### src/shared/mic_pkg.sv
// Constants, register map and carrier types of the microcontroller interrupt controller.
// Function
// [RULE1] Seven request lines: pin pair A, pin pair B, converter, three timers, comparator.
// [RULE2] Each request line has its own enable bit.
// [RULE3] Hardware sets request flags; only a software write to the flag register clears them.
// [RULE4] Edge select picks rising, falling or both edges per source.
// [RULE5] Global enable gates all lines; enable and disable instructions set and clear it.
// [RULE6] Flags still set while the line's enable bit is zero.
// [RULE7] Interrupt stack lives in data memory at the stack pointer.
// [RULE8] Software keeps stack pointer bit 0 at zero.
// [RULE9] On entry the program counter is written to stack memory at the stack pointer.
// [RULE10] On entry the stack pointer grows by two after the save.
// [RULE11] On entry the global enable is cleared, blocking nesting.
// [RULE12] After entry the next fetch comes from the fixed vector address.
// [RULE13] The request flag register is readable to identify sources.
// [RULE14] Return reloads the program counter from stack memory at the stack pointer.
// [RULE15] Return decrements the stack pointer by two.
// [RULE16] Return sets the global enable and resumes the interrupted instruction.
// [RULE17] Push and pop instructions move accumulator and flags to and from the stack.
// [RULE18] Software reserves two stack bytes per nesting level and per push.
// [RULE19] Software enables digital input on pins used as external sources.
// [RULE20] Taken only when flag, line enable and global enable are set, at instruction boundary.
package mic_pkg;
  localparam int NUM_LINES = 7;
  localparam int PC_W = 16;
  localparam int SP_W = 8;
  localparam logic [PC_W-1:0] VECTOR_ADDR = 16'h0010;
  localparam logic [SP_W-1:0] SP_STEP = 8'h02;
  localparam logic [SP_W-1:0] SP_RESET = 8'h00;
  localparam logic [SP_W-1:0] SP_ONE = 8'h01;
  // Line positions inside flag and enable registers.
  localparam int LN_PIN_A = 0;
  localparam int LN_PIN_B = 1;
  localparam int LN_CONV = 2;
  localparam int LN_T16 = 3;
  localparam int LN_CMP = 4;
  localparam int LN_T8A = 5;
  localparam int LN_T8B = 6;
  // Wishbone word offsets (byte addresses).
  localparam logic [3:0] ADDR_ENABLE = 4'h0;
  localparam logic [3:0] ADDR_FLAGS = 4'h4;
  localparam logic [3:0] ADDR_EDGE = 4'h8;
  localparam logic [3:0] ADDR_STACK = 4'hC;
  localparam logic [7:0] EN_RESET = 8'h00;
  localparam logic [13:0] EDGE_RESET = 14'h0000;
  // Edge select codes, two bits per line.
  localparam logic [1:0] EDGE_BOTH = 2'h0;
  localparam logic [1:0] EDGE_RISE = 2'h1;
  localparam logic [1:0] EDGE_FALL = 2'h2;

  typedef enum logic [2:0] {
    MIC_OP_NONE, MIC_OP_ENGINT, MIC_OP_DISGINT, MIC_OP_RETI, MIC_OP_PUSHAF, MIC_OP_POPAF
  } mic_op_t;

  // Request from the core sequencer at an instruction boundary.
  typedef struct packed {
    logic valid;
    mic_op_t op;
    logic [PC_W-1:0] pc;
    logic [PC_W-1:0] acc_flag;
  } mic_core_req_t;

  // Data memory port toward the stack.
  typedef struct packed {
    logic req;
    logic we;
    logic [SP_W-1:0] addr;
    logic [PC_W-1:0] wdata;
  } mic_mem_req_t;
endpackage : mic_pkg

### src/design/mic_intc.sv
// Interrupt controller: flags, enables, global enable, stack entry and return sequencing.
`timescale 1ns/1ps
`default_nettype none
module mic_intc (
  input wire logic clk_i,
  input wire logic rst_i,
  input wire logic [6:0] src_i,
  input wire logic [3:0] wb_adr_i,
  input wire logic [31:0] wb_dat_i,
  input wire logic [3:0] wb_sel_i,
  input wire logic wb_we_i,
  input wire logic wb_cyc_i,
  input wire logic wb_stb_i,
  output logic [31:0] wb_dat_o,
  output logic wb_ack_o,
  input wire mic_pkg::mic_core_req_t core_req_i,
  output logic core_ack_o,
  output logic core_pc_load_o,
  output logic [15:0] core_pc_o,
  output logic [15:0] core_acc_flag_o,
  output logic core_acc_flag_vld_o,
  output mic_pkg::mic_mem_req_t mem_req_o,
  input wire logic [15:0] mem_rdata_i,
  input wire logic mem_rvalid_i,
  output logic global_en_o
);
  import mic_pkg::*;

  typedef enum {ST_IDLE, ST_PUSH, ST_POPRD, ST_POPWAIT} mic_state_t;

  ////////////////////////////////////////////////////////////////////////////////
  // Source synchronisers and edge detection.
  logic [NUM_LINES-1:0] sync1_reg, sync2_reg, prev_reg, hit;
  logic [NUM_LINES-1:0] flags_reg, flags_next, enable_reg;
  logic [2*NUM_LINES-1:0] edge_reg;
  logic global_en_reg;
  logic [SP_W-1:0] sp_reg;
  mic_state_t state_reg;
  logic wb_hit, wb_wr;

  always_ff @(posedge clk_i) begin
    if (rst_i) begin
      sync1_reg <= '0;
      sync2_reg <= '0;
      prev_reg <= '0;
    end else begin
      sync1_reg <= src_i;
      sync2_reg <= sync1_reg;
      prev_reg <= sync2_reg;
    end
  end

  genvar gi;
  generate
    for (gi = 0; gi < NUM_LINES; gi++) begin : g_edge
      logic rise, fall;
      logic [1:0] sel;
      assign rise = sync2_reg[gi] & ~prev_reg[gi];
      assign fall = ~sync2_reg[gi] & prev_reg[gi];
      assign sel = edge_reg[2*gi +: 2];
      // Code 3 is treated as both edges so no setting silently disables a line.
      assign hit[gi] = (sel == EDGE_RISE) ? rise : (sel == EDGE_FALL) ? fall : (rise | fall); // [RULE4] [RULE1]
    end
  endgenerate

  ////////////////////////////////////////////////////////////////////////////////
  // Wishbone slave, one wait-free cycle to ack.
  assign wb_hit = wb_cyc_i & wb_stb_i & ~wb_ack_o;
  assign wb_wr = wb_hit & wb_we_i & wb_sel_i[0];

  always_ff @(posedge clk_i) begin
    if (rst_i) begin
      wb_ack_o <= 1'b0;
      wb_dat_o <= '0;
    end else begin
      wb_ack_o <= wb_hit;
      wb_dat_o <= '0;
      if (wb_hit && !wb_we_i) begin
        case (wb_adr_i)
          ADDR_ENABLE: wb_dat_o <= {25'h0000000, enable_reg};
          ADDR_FLAGS: wb_dat_o <= {25'h0000000, flags_reg}; // [RULE13]
          ADDR_EDGE: wb_dat_o <= {18'h00000, edge_reg};
          ADDR_STACK: wb_dat_o <= {23'h000000, global_en_reg, sp_reg};
          default: wb_dat_o <= '0;
        endcase
      end
    end
  end

  always_ff @(posedge clk_i) begin
    if (rst_i) begin
      enable_reg <= EN_RESET[NUM_LINES-1:0];
      edge_reg <= EDGE_RESET;
    end else begin
      if (wb_wr && wb_adr_i == ADDR_ENABLE) enable_reg <= wb_dat_i[NUM_LINES-1:0]; // [RULE2]
      if (wb_hit && wb_we_i && wb_adr_i == ADDR_EDGE) begin
        if (wb_sel_i[0]) edge_reg[7:0] <= wb_dat_i[7:0];
        if (wb_sel_i[1]) edge_reg[13:8] <= wb_dat_i[13:8];
      end
    end
  end

  // A write stores the written bits, so writing zero clears; a same-cycle edge still sets.
  always_comb begin
    flags_next = flags_reg;
    if (wb_wr && wb_adr_i == ADDR_FLAGS) flags_next = wb_dat_i[NUM_LINES-1:0]; // [RULE3]
    flags_next = flags_next | hit; // [RULE6]
  end

  always_ff @(posedge clk_i) begin
    if (rst_i) flags_reg <= '0;
    else flags_reg <= flags_next;
  end

  ////////////////////////////////////////////////////////////////////////////////
  // Entry, return and push/pop sequencer.
  logic take;
  logic core_hit;
  assign take = global_en_reg & |(flags_reg & enable_reg); // [RULE20] [RULE5]
  // The core drops valid only at the edge where it sees ack, so a request is not taken twice.
  assign core_hit = core_req_i.valid & ~core_ack_o;

  always_ff @(posedge clk_i) begin
    if (rst_i) begin
      state_reg <= ST_IDLE;
      global_en_reg <= 1'b0;
      sp_reg <= SP_RESET;
      core_ack_o <= 1'b0;
      core_pc_load_o <= 1'b0;
      core_pc_o <= '0;
      core_acc_flag_o <= '0;
      core_acc_flag_vld_o <= 1'b0;
      mem_req_o <= '0;
      global_en_o <= 1'b0;
    end else begin
      core_ack_o <= 1'b0;
      core_pc_load_o <= 1'b0;
      core_acc_flag_vld_o <= 1'b0;
      mem_req_o <= '0;
      if (wb_wr && wb_adr_i == ADDR_STACK) sp_reg <= wb_dat_i[SP_W-1:0];
      case (state_reg)
        ST_IDLE: begin
          if (core_hit) begin
            if (take) begin
              mem_req_o <= '{req: 1'b1, we: 1'b1, addr: sp_reg, wdata: core_req_i.pc}; // [RULE9] [RULE7]
              global_en_reg <= 1'b0; // [RULE11]
              global_en_o <= 1'b0;
              core_pc_o <= VECTOR_ADDR; // [RULE12]
              core_pc_load_o <= 1'b1;
              core_ack_o <= 1'b1;
              state_reg <= ST_PUSH;
            end else begin
              case (core_req_i.op)
                MIC_OP_ENGINT: begin
                  global_en_reg <= 1'b1; // [RULE5]
                  global_en_o <= 1'b1;
                  core_ack_o <= 1'b1;
                end
                MIC_OP_DISGINT: begin
                  global_en_reg <= 1'b0; // [RULE5]
                  global_en_o <= 1'b0;
                  core_ack_o <= 1'b1;
                end
                MIC_OP_PUSHAF: begin
                  mem_req_o <= '{req: 1'b1, we: 1'b1, addr: sp_reg, wdata: core_req_i.acc_flag}; // [RULE17]
                  state_reg <= ST_PUSH;
                  core_ack_o <= 1'b1;
                end
                MIC_OP_RETI, MIC_OP_POPAF: begin
                  sp_reg <= sp_reg - SP_STEP; // [RULE15]
                  mem_req_o <= '{req: 1'b1, we: 1'b0, addr: sp_reg - SP_STEP, wdata: '0}; // [RULE14]
                  state_reg <= ST_POPWAIT;
                end
                default: core_ack_o <= core_req_i.valid;
              endcase
            end
          end
        end
        ST_PUSH: begin
          sp_reg <= sp_reg + SP_STEP; // [RULE10]
          state_reg <= ST_IDLE;
        end
        ST_POPWAIT: begin
          if (mem_rvalid_i) begin
            core_ack_o <= 1'b1;
            state_reg <= ST_IDLE;
            if (core_req_i.op == MIC_OP_RETI) begin
              core_pc_o <= mem_rdata_i; // [RULE14] [RULE16]
              core_pc_load_o <= 1'b1;
              global_en_reg <= 1'b1; // [RULE16]
              global_en_o <= 1'b1;
            end else begin
              core_acc_flag_o <= mem_rdata_i; // [RULE17]
              core_acc_flag_vld_o <= 1'b1;
            end
          end
        end
        default: state_reg <= ST_IDLE;
      endcase
    end
  end
endmodule : mic_intc
`default_nettype wire

### config.mk
export PLATFORM = sky130hd
export DESIGN_NAME = mic_intc
export DESIGN_NICKNAME = d
export VERILOG_FILES = /design/src/shared/mic_pkg.sv /design/src/design/mic_intc.sv
export SDC_FILE = /design/constraint.sdc
export NUM_CORES = 1
export LEC_CHECK = 0
export BUFFER_PORTS_ARGS = -buffer_cell sky130_fd_sc_hd__buf_4
export CAP_MARGIN = 10
export CORE_MARGIN = 4
export CORE_UTILIZATION = 25
export CTS_CLUSTER_SIZE = 16
export DETAILED_ROUTE_END_ITERATION = 8
export SLEW_MARGIN = 5
export SYNTH_ARGS = -nofsm -noshare
export SYNTH_HDL_FRONTEND = slang
export SYNTH_SLANG_ARGS = --single-unit
### constraint.sdc
create_clock -name clk_i -period 3.26 [get_ports clk_i]
set_input_delay 0 -clock clk_i [delete_from_list [all_inputs] [get_ports clk_i]]
set_output_delay 0 -clock clk_i [all_outputs]
set_load 0.05 [all_outputs]
==> flow_summary.ini <==
[run_status]
outcome = finished clean

[synthesis]
ys_seq_area_frac = 0.4641
avgSynthCellArea_sq_um = 8.862
yosys_most_used_dff = dfxtp_1
async_reset_ff_frac = 0
post-synth-top-area-cell = dfxtp_1
yosys_register_bits = 136
netlist_instances = 662
synth_top_area_frac = 0.4641
ys_top_cells_by_area = dfxtp_1 (46%), mux2i_1 (6.5%), nand2_1 (6.3%), a21oi_1 (4.9%), ha_1 (4.1%)
synth_warnings = 0
yosysUniqueCellTypes = 56
netlist_area_sq_um = 5867
synth-edff-count = 0

[die]
dieHeight_microns = 161.2
start_util = 0.2568
die_x_microns = 161.2
io-pin-count = 200
num_rows = 55
dieArea_sq_um = 25980
core-area_sq_um = 22850

[routing]
antenna_left = 0
avgViaCountPerCell = 4.485
wl_per_cell_microns = 14.90
drc = 0
first_pass_iters = 7
drt_wl_total_microns = 18070
drt_iter0_markers = 390
vias = 5440

[global_routing]
overflow = 0
grt_pass1_vias = 5541
grt_pass1_wl_microns = 29020
antenna_found_initial = 0
grt_use_total = 0.1383
grt_max_degree = 55

[clock_tree]
cts_tree = yes
clock_latency_ns = 0.42
clkTransAtPathRegs_ns = 0.06
post_cts_buffers = 0
cts_max_path_buffers = 2
cts_buffers = 17
clock_sinks = 136
cts_max_level = 4
clock-root-buffer = clkbuf_16

[critical_path]
crit_path_cell_trace = a222oi_1 -> a31oi_2 -> buf_4 -> o21ai_1 -> buf_4 -> a21oi_1 -> dlygate4sd3_1
path_class = register to register
critPathLaunchType = register
worst_ep_required_time_ns = 3.56
arrival_ns = 3.10
slowest_delay_ns = 0.58
slowest_stage = a222oi_1
crit_top_cell = buf_4
end_kind = register
cp_max_fo = 25

[pwr]
peakVddDrop_mv = 0.2794
clockPowerShare = 0.471
p_switching_uw = 1102
cellPowerDensity_nw_per_um2 = 499.2
leakage_uw = 0.003751
seqPwrFrac = 0.407
combPwrFrac = 0.122
p_sw_frac = 0.2539
internal_power_uw = 3239
finalPower_uw = 4341

[timing]
setup_viol = 0
clock_skew_ns = 0.01022
finalSetupTns_ns = 0
rsz0062_at_grt = false
hold_viol = 0
period_needed_ns = 2.792
slew_viol_final = 0
tightest_slew_ns = 0.9332
relSlewSlack = 0.3727
hold_ws_ns = 0.007261
fmax_mhz = 358.2
fin_crit_sh = 0.8563

[finish]
fin_util = 0.3806
nets = 1011
nFillCells = 2360
reg.largest.list = mem_req_o: 26 flops, core_acc_flag_o: 16 flops, core_pc_o: 16 flops
area_growth_syn_to_layout_pct = 48.22
layout-drive-gt1-share = 0.2467
largest_register_ff_count = 26
top_register = mem_req_o
antenna_cells = 0

[placement]
place.gp.congestion = 0.7612
place_hpwl_microns = 12650
io_buffers = 161

[job]
drv_cap = 0

[hold_path]
hp-class = input port to register
[layout by cell type, fill, tap and decap left out, drive strengths merged, types with 7 or more instances in the layout]
cell type	synthesis	final
nand2	99	99
buf	27	173
a21oi	58	58
nor2b	18	18
xnor2	8	8
ha	19	19
o21ai	28	28
clkbuf	29	19
nand3	19	19
nor2	52	52
dfxtp	136	136
a222oi	8	8
conb	1	18
inv	24	24
nor3	10	10
mux2i	38	38
o2111ai	16	16
clkinv	0	7
and3	7	7
dlygate4sd3	0	72
mux2	7	7
[worst paths after layout]
kind / start / end / slack, ns / cells after the start
hold / removal: rst_i / prev_reg[3]$_SDFF_PP0_ / 0.007 / 2
setup / recovery: flags_reg[0]$_SDFF_PP0_ / mem_req_o[5]$_SDFF_PP0_ / 0.47 / 7
setup reg to reg: flags_reg[0]$_SDFF_PP0_ / mem_req_o[5]$_SDFF_PP0_ / 0.47 / 7
hold reg to reg: sync1_reg[3]$_SDFF_PP0_ / sync2_reg[3]$_SDFF_PP0_ / 0.44 / 1
[synth_stat cells (all sizes together), types with 2 or more instances]
| library cell | count |
|---|---|
| dfxtp | 136 |
| nand2 | 99 |
| a21oi | 58 |
| nor2 | 52 |
| mux2i | 38 |
| clkbuf | 29 |
| o21ai | 28 |
| buf | 27 |
| inv | 24 |
| ha | 19 |
| nand3 | 19 |
| nor2b | 18 |
| o2111ai | 16 |
| nor3 | 10 |
| a222oi | 8 |
| xnor2 | 8 |
| and3 | 7 |
| mux2 | 7 |
| a22oi | 5 |
| nor3b | 5 |
| nand2b | 4 |
| o221ai | 4 |
| o22ai | 3 |
| o2bb2ai | 3 |
| or3 | 3 |
| a21o | 2 |
| a311oi | 2 |
| a31oi | 2 |
| and2 | 2 |
| nand3b | 2 |
| o211a | 2 |
| o221a | 2 |
| xor2 | 2 |
[final cells by class]
type	instances	area, sq um	share of cell area
Multi-Input combinational cell	463	2851	0.3279
Sequential cell	136	2723	0.3131
Timing Repair Buffer	245	2019	0.2322
Clock buffer	19	442.9	0.05094
Tap cell	313	391.6	0.04504
Clock inverter	13	177.7	0.02043
Inverter	24	90.09	0.01036
[per-layer routing]
layer,share of wire,wire length [microns],vias to the layer above,track usage
li1,-,-,2728,-
met1,0.43,7859,2560,0.1710
met2,0.50,8991,136,0.2373
met3,0.055,1001,16,0.03725
met4,0.012,219,0,0.03955
met5,0,0,-,0
[worst max-delay path, delay by kind of cell (launching register included)]
family | cells | cell delay, ns
flops | 1 | 0.32
buf+inv | 3 | 1.07
compound gates | 4 | 1.28
[power groups by stage]
stage,registers [uW],clock network (uW),logic (uW)
final,1770,2040,530
after global routing,1770,2150,581
after CTS,1770,2090,532
after detailed placement,1800,0,472
after global placement,1800,0,466
after floorplan,1800,0,302
[kinds of logic (layout without fill, tap and decap cells)]
| kind of cell | Yosys count | in the layout | share of synthesized area |
|---|---|---|---|
| adders and majority gates | 19 | 19 | 0.04052 |
| AOI/OAI and AO/OA | 142 | 142 | 0.1572 |
| xor gates and xnor gates | 10 | 10 | 0.01493 |
| other | 1 | 18 | 0.0006392 |
| buffers and inverters | 80 | 301 | 0.06398 |
| muxes | 45 | 45 | 0.07827 |
| DFF | 136 | 136 | 0.4641 |
| and+or+nand+nor | 229 | 229 | 0.1804 |
[metrics by stage]
stage	cells	area [sq um]	setup WS (ns)
after floorplan	679	5931	1.178
after global placement	1109	7355	0.8156
after detailed placement	1109	7355	0.8452
after CTS	1213	8696	0.4368
after global routing	1213	8696	0.2715
final	1213	8696	0.4684
[timing repair]
action,CTS,global route
gates resized for setup,0,0
endpoints found under the hold margin,93,0
hold buffers,72,0
No activity file was read; power rests on OpenSTA's default activity.
